### src/dce_defines.vh
// dce_defines.vh: offsets, field positions, reset values and timing counts
// of the dual comparator event logic.
// assumes inclusion by bare name from a single design file.
`ifndef DCE_DEFINES_VH
`define DCE_DEFINES_VH

// register offsets (byte addresses on the plain register port)
`define DCE_ADDR_W           4
`define DCE_OFF_CMP1_CFG     4'h0
`define DCE_OFF_CMP2_CFG     4'h1
`define DCE_OFF_PWR_DIS      4'h2
`define DCE_OFF_PWR_MODE     4'h3

// comparator configuration field positions
`define DCE_CFG_EN           0
`define DCE_CFG_NEG_REF      1
`define DCE_CFG_PIN_OUT      2
`define DCE_CFG_IRQ_EN       3
`define DCE_CFG_RESULT       4
`define DCE_CFG_FLAG         5
`define DCE_CFG_WMASK        8'h0F
`define DCE_CFG_RST          4'h0

// peripheral power-disable register: comparator power-down bit
`define DCE_PWR_CMP_BIT      5
`define DCE_PWR_RST          8'h00

// power mode encodings
`define DCE_MODE_RUN         2'h0
`define DCE_MODE_IDLE        2'h1
`define DCE_MODE_PD          2'h2
`define DCE_MODE_TPD         2'h3

// settling time after enabling a comparator
`define DCE_SETTLE_NS        10000
`define DCE_CLK_NS           4
// settle ns over clock ns, sized to the 14-bit counter
`define DCE_SETTLE_CYC       14'h09C4

`endif

### src/dce_comparator_events.v
// dce_comparator_events.v: digital control and event logic for two analog
// comparators: gating, reference select, edge flags, shared interrupt.
// assumes comparator results are synchronous-looking levels from the analog
// front end and a plain register port driven on the same clock.
`include "dce_defines.vh"

module dce_comparator_events (
	input  wire                   i_mclk,
	input  wire                   i_rst,
	input  wire [`DCE_ADDR_W-1:0] i_addr,
	input  wire [7:0]             i_wdata,
	input  wire                   i_wr,
	input  wire                   i_rd,
	output reg  [7:0]             o_rdata,
	input  wire [1:0]             i_pwr_mode,
	input  wire [1:0]             i_cmp_result,
	output wire [1:0]             o_cmp_power,
	output wire [1:0]             o_cmp_neg_ref,
	output reg                    o_cmp1_pin,
	output wire                   o_cmp1_pin_oe,
	output wire [1:0]             o_cmp_settling,
	output wire                   o_irq,
	output wire                   o_wake
);

	localparam [13:0] SETTLE_CYC = `DCE_SETTLE_CYC;

	reg  [3:0]  cfg1;
	reg  [3:0]  cfg2;
	reg  [7:0]  pwr_dis;
	reg  [1:0]  sync_a;
	reg  [1:0]  sync_b;
	reg  [1:0]  prev;
	reg  [1:0]  flag;
	reg  [1:0]  prev_on;
	reg  [13:0] settle1;
	reg  [13:0] settle2;
	reg  [7:0]  next_rdata;
	wire [1:0]  cmp_on;
	wire [1:0]  result;
	wire [1:0]  change;
	wire [1:0]  irq_en;
	wire        tpd;
	wire        clr1;
	wire        clr2;
	reg  [1:0]  on_d1;
	reg  [1:0]  on_d2;

	// pack one configuration register for readback
	function [7:0] cfg_word;
		input [3:0] cfg;
		input       res;
		input       flg;
		begin
			cfg_word = {2'h0, flg, res, cfg};
		end
	endfunction

	// settle counter step: load on enable, count down, stop at zero
	function [13:0] settle_next;
		input        turn_on;
		input [13:0] cnt;
		begin
			if (turn_on)
				settle_next = SETTLE_CYC;
			else if (cnt != 14'h0000)
				settle_next = cnt - 14'h0001;
			else
				settle_next = cnt;
		end
	endfunction

	// write strobe aimed at one offset; used by the flag clear only, storage decodes i_addr in its own case
	function wr_hit;
		input                   wr;
		input [`DCE_ADDR_W-1:0] addr;
		input [`DCE_ADDR_W-1:0] target;
		begin
			wr_hit = wr && (addr == target);
		end
	endfunction

	// one flag step: a change outranks a clear in the same cycle
	function flag_next;
		input chg;
		input clr;
		input cur;
		begin
			if (chg)
				flag_next = 1'b1;
			else if (clr)
				flag_next = 1'b0;
			else
				flag_next = cur;
		end
	endfunction

	// power gating: total power-down or the disable bit overrides enables
	assign tpd = (i_pwr_mode == `DCE_MODE_TPD);
	assign cmp_on[0] = cfg1[`DCE_CFG_EN] & ~tpd
		& ~pwr_dis[`DCE_PWR_CMP_BIT];
	assign cmp_on[1] = cfg2[`DCE_CFG_EN] & ~tpd
		& ~pwr_dis[`DCE_PWR_CMP_BIT];
	assign o_cmp_power = cmp_on;
	assign o_cmp_neg_ref = {cfg2[`DCE_CFG_NEG_REF],
		cfg1[`DCE_CFG_NEG_REF]};

	// power-valid pipeline as deep as the synchroniser; junk from an
	// unpowered front end must not reach the edge logic as a change
	always @(posedge i_mclk) begin
		if (i_rst) begin
			on_d1 <= 2'h0;
			on_d2 <= 2'h0;
		end else begin
			on_d1 <= cmp_on;
			on_d2 <= on_d1 & cmp_on;
		end
	end

	// a powered-off comparator reads zero, never a stale high
	assign result = sync_b & cmp_on & on_d2;
	assign change = result ^ prev;

	// settling status for firmware, which must hold off the interrupt
	assign o_cmp_settling = {settle2 != 14'h0000,
		settle1 != 14'h0000};

	// shared interrupt, masked off in total power-down
	assign irq_en = {cfg2[`DCE_CFG_IRQ_EN], cfg1[`DCE_CFG_IRQ_EN]};
	assign o_irq = |(flag & irq_en) & ~tpd;
	assign o_wake = o_irq;

	// result pin follows comparator 1 when routed
	assign o_cmp1_pin_oe = cfg1[`DCE_CFG_PIN_OUT];

	// two-stage synchroniser; only sync_b feeds the edge logic
	always @(posedge i_mclk) begin
		if (i_rst) begin
			sync_a <= 2'h0;
			sync_b <= 2'h0;
			prev   <= 2'h0;
		end else begin
			sync_a <= i_cmp_result;
			sync_b <= sync_a;
			prev   <= result;
		end
	end

	// configuration registers, writable bits only
	always @(posedge i_mclk) begin
		if (i_rst) begin
			cfg1    <= `DCE_CFG_RST;
			cfg2    <= `DCE_CFG_RST;
			pwr_dis <= `DCE_PWR_RST;
		end else if (i_wr) begin
			case (i_addr)
				`DCE_OFF_CMP1_CFG: cfg1 <= i_wdata[3:0];
				`DCE_OFF_CMP2_CFG: cfg2 <= i_wdata[3:0];
				`DCE_OFF_PWR_DIS:  pwr_dis <= i_wdata;
				default: ;
			endcase
		end
	end

	// clear requests: a configuration write with the flag bit low
	assign clr1 = wr_hit(i_wr, i_addr, `DCE_OFF_CMP1_CFG)
		& ~i_wdata[`DCE_CFG_FLAG];
	assign clr2 = wr_hit(i_wr, i_addr, `DCE_OFF_CMP2_CFG)
		& ~i_wdata[`DCE_CFG_FLAG];

	// sticky change flags; a change in the clear cycle wins
	always @(posedge i_mclk) begin
		if (i_rst) begin
			flag <= 2'h0;
		end else begin
			flag[0] <= flag_next(change[0], clr1, flag[0]);
			flag[1] <= flag_next(change[1], clr2, flag[1]);
		end
	end

	// last cycle's power, so a rising enable can be spotted
	always @(posedge i_mclk) begin
		if (i_rst)
			prev_on <= 2'h0;
		else
			prev_on <= cmp_on;
	end

	// comparator 1 settle window restarts on each power-up
	always @(posedge i_mclk) begin
		if (i_rst)
			settle1 <= 14'h0000;
		else
			settle1 <= settle_next(cmp_on[0] & ~prev_on[0], settle1);
	end

	// comparator 2 settle window; status only, irq is not held off
	always @(posedge i_mclk) begin
		if (i_rst)
			settle2 <= 14'h0000;
		else
			settle2 <= settle_next(cmp_on[1] & ~prev_on[1], settle2);
	end

	// registered pin output; low while the comparator is off
	always @(posedge i_mclk) begin
		if (i_rst)
			o_cmp1_pin <= 1'b0;
		else
			o_cmp1_pin <= result[0] & cfg1[`DCE_CFG_PIN_OUT];
	end

	// read mux, unmapped offsets read zero
	always @* begin
		case (i_addr)
			`DCE_OFF_CMP1_CFG: next_rdata = cfg_word(cfg1, result[0],
				flag[0]);
			`DCE_OFF_CMP2_CFG: next_rdata = cfg_word(cfg2, result[1],
				flag[1]);
			`DCE_OFF_PWR_DIS:  next_rdata = pwr_dis;
			`DCE_OFF_PWR_MODE: next_rdata = {6'h00, i_pwr_mode};
			default:           next_rdata = 8'h00;
		endcase
	end

	// read data stands in the cycle after the strobe only
	always @(posedge i_mclk) begin
		if (i_rst)
			o_rdata <= 8'h00;
		else if (i_rd)
			o_rdata <= next_rdata;
		else
			o_rdata <= 8'h00;
	end

endmodule

### config.mk
export PLATFORM = sky130hd
export DESIGN_NAME = dce_comparator_events
export DESIGN_NICKNAME = d
export VERILOG_FILES = /design/src/dce_comparator_events.v
export VERILOG_INCLUDE_DIRS = /design/src
export SDC_FILE = /design/constraint.sdc
export NUM_CORES = 1
export LEC_CHECK = 0
export BUFFER_PORTS_ARGS = -buffer_cell sky130_fd_sc_hd__buf_2
export CELL_PAD_IN_SITES_DETAIL_PLACEMENT = 1
export CELL_PAD_IN_SITES_GLOBAL_PLACEMENT = 1
export CORE_AREA = 2 2 100 102
export DETAILED_ROUTE_END_ITERATION = 6
export DIE_AREA = 0 0 102 104
export PLACE_DENSITY_LB_ADDON = 0.25
export SKIP_LAST_GASP = 1
export SYNTH_ARGS = -nofsm -noshare
export SYNTH_HDL_FRONTEND = slang
export SYNTH_SLANG_ARGS = --single-unit
export TNS_END_PERCENT = 50
### constraint.sdc
create_clock -name i_mclk -period 3.2 [get_ports i_mclk]
set_clock_uncertainty 0.1 [all_clocks]
set_input_delay 0 -clock i_mclk [delete_from_list [all_inputs] [get_ports i_mclk]]
set_output_delay 0 -clock i_mclk [all_outputs]
set_load 0.005 [all_outputs]
# Yosys cells after proc, flatten, opt, wreduce, memory -nomap -nowiden
# Index checks and enable logic that the tools add are counted.
[word_totals]
reg_bits = 65
inputBits = 20
out_inout_bits = 18
wordCells = 68
[op_classes]
addsub = 2
n_eq_ne = 4
muxes = 9
bitwise_logic = 21
n_reduce_logical = 16
[op_table]
columns = ["op", "n"]
rows = [
  ["$mux W12", 4],
  ["$pmux W8 S4", 1],
  ["$reduce_bool A14 Y1", 2],
  ["$sub A14 B1 Y14 const B", 2],
  ["$and A1 B1 Y1", 10],
  ["$and A2 B2 Y2", 4],
  ["$eq A4 B2 Y1 const B", 2],
  ["$reduce_bool A2 Y1", 4],
  ["$reduce_or A2 Y1", 4],
  ["$not A1 Y1", 6],
  ["$reduce_and A2 Y1", 3],
  ["$eq A4 B1 Y1 const B", 1],
  ["$logic_not A4 Y1", 1],
  ["$mux W1", 4],
  ["$eq A2 B2 Y1 const B", 1],
  ["$logic_and A1 B1 Y1", 2],
  ["$xor A2 B2 Y2", 1],
]

# Logic depth before layout (Yosys ltp)
[logic_depth]
word_depth = 8
mapped_depth = 9
mapped_depth_nobuf = 7

# Least setup slack after synthesis
# Ideal clock, no wire load.
[synth_path]
path_type = "reg-to-reg"
from = "register settle2[0]"
to = "register settle2[1]"
setup_ns = 0.128
t_arrival_ns = 1.693
setup_slack_ns = 1.280
stages_incl_launch_ff = 10
path_cell_list = "dfxtp_1 inv_1 ha_1 or4b_1 clkbuf_1 nor4_4 buf_6 inv_4 nor2_1 a211oi_2"
[synth_via]
elab_chain_len = 1
[synth_rtl]
columns = ["item", "line", "text"]
rows = [
  ["from (decl)", "dce_comparator_events.v:37", "reg [13:0] settle2;"],
  ["from (signal assigned)", "dce_comparator_events.v:202", "settle2 <= settle_next(cmp_on[1] & ~prev_on[1], settle2);"],
  ["$reduce_bool A14 Y1", "--", ""],
  ["via o_cmp_settling[1]", "dce_comparator_events.v:21", "output wire [1:0] o_cmp_settling,"],
]
# The timed path passes the listed nets, and every way through them passes these cells.
# A chain may end at the register's enable or synchronous reset.

# Final worst setup path
[layout_path]
from = "register settle2[0]"
to = "output o_cmp_settling[1]"
[layout_via]
elab_chain_len = 1
[layout_rtl]
columns = ["item", "line", "text"]
rows = [
  ["$reduce_bool A14 Y1", "dce_comparator_events.v:125", "assign o_cmp_settling = {settle2 != 14'h0000,"],
  ["to (decl)", "dce_comparator_events.v:21", ""],
]
# No other way between the ends.

==> impl_table.tex <==
\begin{tabular}{lr}
\hline
Metric & Value \\
\hline
\multicolumn{2}{l}{\textbf{STA}} \\
\quad Final max-slew violation count & 0 \\
\quad Share of the cycle needed by the critical path after routing & approximately three quarters \\
\quad Post-layout minimum cycle time & about 2400 ps \\
\quad Unrepaired setup endpoints after global routing & no \\
\quad Post-route worst hold slack & approximately 13 ps \\
\quad Setup slack after layout & a little under 800 ps \\
\quad Total negative setup slack & 0 ps \\
\quad Highest clock frequency the design can meet & roughly 0.41 GHz \\
\quad Final setup violation count & 0 \\
\quad Number of failing hold endpoints at the final stage & 0 \\
\quad Slew at the pin closest to its max-slew limit & $\sim$670 ps \\
\quad Max transition margin & between 50\% and 60\% \\
\multicolumn{2}{l}{\textbf{Floorplanning}} \\
\quad Standard-cell rows & 36 \\
\quad Die width & a little over 100 µm \\
\quad Core region area & about 9500 µm² \\
\quad Boundary Pins & 38 \\
\quad Die outline area & 10,600 µm² \\
\quad Effective utilization at floorplan & between 20 and 30\% \\
\quad Die Y-Extent & about 100 µm \\
\multicolumn{2}{l}{\textbf{Global route}} \\
\quad Number of global-route vias before repair & approximately 2,400 \\
\quad Wire length of the first global-routing pass & around 12 mm \\
\quad Largest net degree at the start of global routing & 39 \\
\quad Initial antenna violation count & 0 \\
\quad Global route overflow & 0 \\
\quad Gr usage total & roughly 14\% \\
\multicolumn{2}{l}{\textbf{CTS}} \\
\quad Deepest level of the CTS H-tree & 3 \\
\quad Clock Tree Root & clkbuf\_8 \\
\quad CTS tree & built \\
\quad Post-cts resize count & 0 \\
\quad Number of buffers on the longest clock path & 2 \\
\quad Buffers inserted during post-CTS setup optimization & 0 \\
\quad Clock latency reported for the late side of the worst-skew pair & 340 ps \\
\quad Clock net sink count & 65 \\
\quad Register clock-pin slew on the reported worst setup and hold paths & about 80 ps \\
\quad Total CTS buffers & 9 \\
\multicolumn{2}{l}{\textbf{Final layout}} \\
\quad Leading cell type in the layout, fill and taps excluded & dfxtp\_1 \\
\quad Synthesis-to-finish area growth & 21.9\% \\
\quad Final Instance Area & $\sim$3400 µm² \\
\quad Final net count & approximately 390 \\
\quad Final core utilization & between 30\% and 40\% \\
\quad Non-filler instance count after layout & a little over 500 \\
\quad Share of post-route cells with drive strength above 1 & 17.8\% \\
\quad Number of fill cells in the layout & approximately 1,200 \\
\quad Most used cells in the layout excluding fill and tap cells & 65 x dfxtp\_1, 37 x buf\_2, 31 x nor2\_1 \\
\quad Diodes inserted & 0 \\
\multicolumn{2}{l}{\textbf{Route}} \\
\quad Average wire length per cell after detail routing & around 14 µm \\
\quad Number of iterations in the first detailed-routing pass & 4 \\
\quad Via count & 2,488 \\
\quad Detailed Route Iter0 Violations & 53 \\
\quad Number of remaining DRC errors & 0 \\
\quad Routed via count divided by cell count & just under 5 \\
\quad Sum of routed wire length over all layers & approximately 7.2 mm \\
\quad Antenna-violating nets left & 0 \\
\multicolumn{2}{l}{\textbf{Power and ir drop}} \\
\quad Worst vdd ir & around 420 µV \\
\quad Total power draw & between 3 and 4 mW \\
\quad Leakage & 1.38 nW \\
\quad Cell Pwr Density & slightly below 900 nW/µm² \\
\multicolumn{2}{l}{\textbf{Worst setup path}} \\
\quad Nature of the critical path startpoint & register \\
\quad Setup slack of the worst register-to-register path & around 920 ps \\
\quad Peak fanout along the critical path & 11 \\
\quad Data required time at the worst endpoint & $\sim$3100 ps \\
\quad Arrival time worst endpoint & around 2300 ps \\
\quad Critical setup path kind & reg2out \\
\quad Kind of end point of the critical path & primary output \\
\multicolumn{2}{l}{\textbf{Synthesis}} \\
\quad Number of enable flip-flop cells after synthesis & 0 \\
\quad Synthesized netlist cell count & approximately 320 \\
\quad Share of async-settable or async-resettable flops after synthesis & 0\% \\
\quad Top cell type by total area after synthesis & dfxtp\_1 \\
\quad Synth Net Count & 340 \\
\quad Flip-flop and latch count after synthesis & between 60 and 70 \\
\quad Mean cell area of the mapped netlist & 8.87 µm² \\
\quad Mapped Area & between 2000 and 3000 µm² \\
\quad Area share of the largest cell type after synthesis & a little under half \\
\quad Prevailing post-synth register cell & dfxtp\_1 \\
\quad Number of warnings printed during yosys synthesis & 0 \\
\quad Synth unique cells & about 50 \\
\quad Leading cell types by total area after synthesis & dfxtp\_1 46\%, a21oi\_1 5.0\%, mux2i\_1 4.3\% \\
\quad Sequential fraction of the synthesis area & a little under half \\
\multicolumn{2}{l}{\textbf{Placed design}} \\
\quad Placed cell area & between 3000 and 4000 µm² \\
\quad IO buf count & 37 \\
\quad Detailed placement HPWL & around 5.0 mm \\
\quad Final Wtd Congestion & 0.765 \\
\quad Worst setup slack after placement & roughly 900 ps \\
\quad Number of placed cells counting well taps & approximately 480 \\
\multicolumn{2}{l}{\textbf{Job}} \\
\quad Max\_cap viols & 0 \\
\multicolumn{2}{l}{\textbf{Worst hold path}} \\
\quad Class of the tightest hold or removal check & in2reg \\
\multicolumn{2}{l}{\textbf{Status}} \\
\quad Outcome & finished clean \\
\hline
\end{tabular}
==> critical path, cell delays in order (launching register included) <==
cell and delay [ps]:
dfxtp_1 320, inv_1 90, ha_1 180, or4b_1 580, nor4_4 600, inv_4 60
buf_2 150
==> synthesized netlist by cell type, types with 4 or more instances <==
cell,count
o31ai_1,6
clkbuf_1,9
o21ai_0,11
nand3_1,13
nor2_1,31
nand3b_1,4
nand4_1,4
dfxtp_1,65
nand2_1,19
nor3_1,11
inv_1,13
or3_1,16
nor3b_1,4
nor2b_1,8
mux2i_1,12
or4_1,5
a31oi_1,9
a21oi_1,28
nor4_1,4
==> logic make-up after synthesis <==
| family | share of synthesized area, % |
|---|---|
| fa+ha+maj | 0.887 |
| buf+inv | 4.84 |
| flops | 46.1 |
| xor+xnor | 1.86 |
| mux | 5.86 |
| compound gates | 13.8 |
| simple gates | 26.6 |
==> layout make-up <==
type                    count  area, µm²  share of cell area (%)
multi-input cells         223       1380                    40.2
flip-flops and latches     65       1300                    37.9
repair buffers             53        338                    9.83
well taps                 133        166                    4.84
clock buffers               9        124                    3.60
clock inverters             7       70.1                    2.04
inverters                  14       55.1                    1.60
==> layer usage <==
| metal | global-route usage, % | part of all wire [%] |
|---|---|---|
| met1 | 19.6 | 50 |
| met2 | 21.0 | 45 |
| met3 | 2.76 | 3.0 |
| met4 | 5.81 | 1.7 |
| met5 | 0 | 0 |
==> sequential cells by signal (all words and copies together), names as in the netlist <==
register	cells
flag	2
cfg1	4
sync_a	2
prev	2
settle1	14
o_cmp1_pin	1
pwr_dis	8
cfg2	4
settle2	14
sync_b	2
prev_on	2
on_d2	2
o_rdata	8
==> power by group <==
| group | switching (mW) | internal, mW | leakage, nW | total [mW] |
|---|---|---|---|---|
| sequential | 0.188 | 0.969 | 0.529 | 1.16 |
| combinational | 0.658 | 0.507 | 0.752 | 1.17 |
| clock | 0.340 | 0.359 | 0.0994 | 0.699 |
| total | 1.19 | 1.84 | 1.38 | 3.02 |
==> timing repair <==
item                                    CTS  global route
hold buffers                             13             0
endpoints found under the hold margin    23             0
endpoints found under the setup margin    0             0
==> worst paths after layout <==
kind,depth (start not counted),to,startpoint
max reg2reg,6,settle2[5],settle2[0]
min reg2reg,1,sync_b[1],sync_a[1]
max,6,o_cmp_settling[1],settle2[0]
min,3,o_rdata[0],i_rd
(Power assumes the default switching activity.)
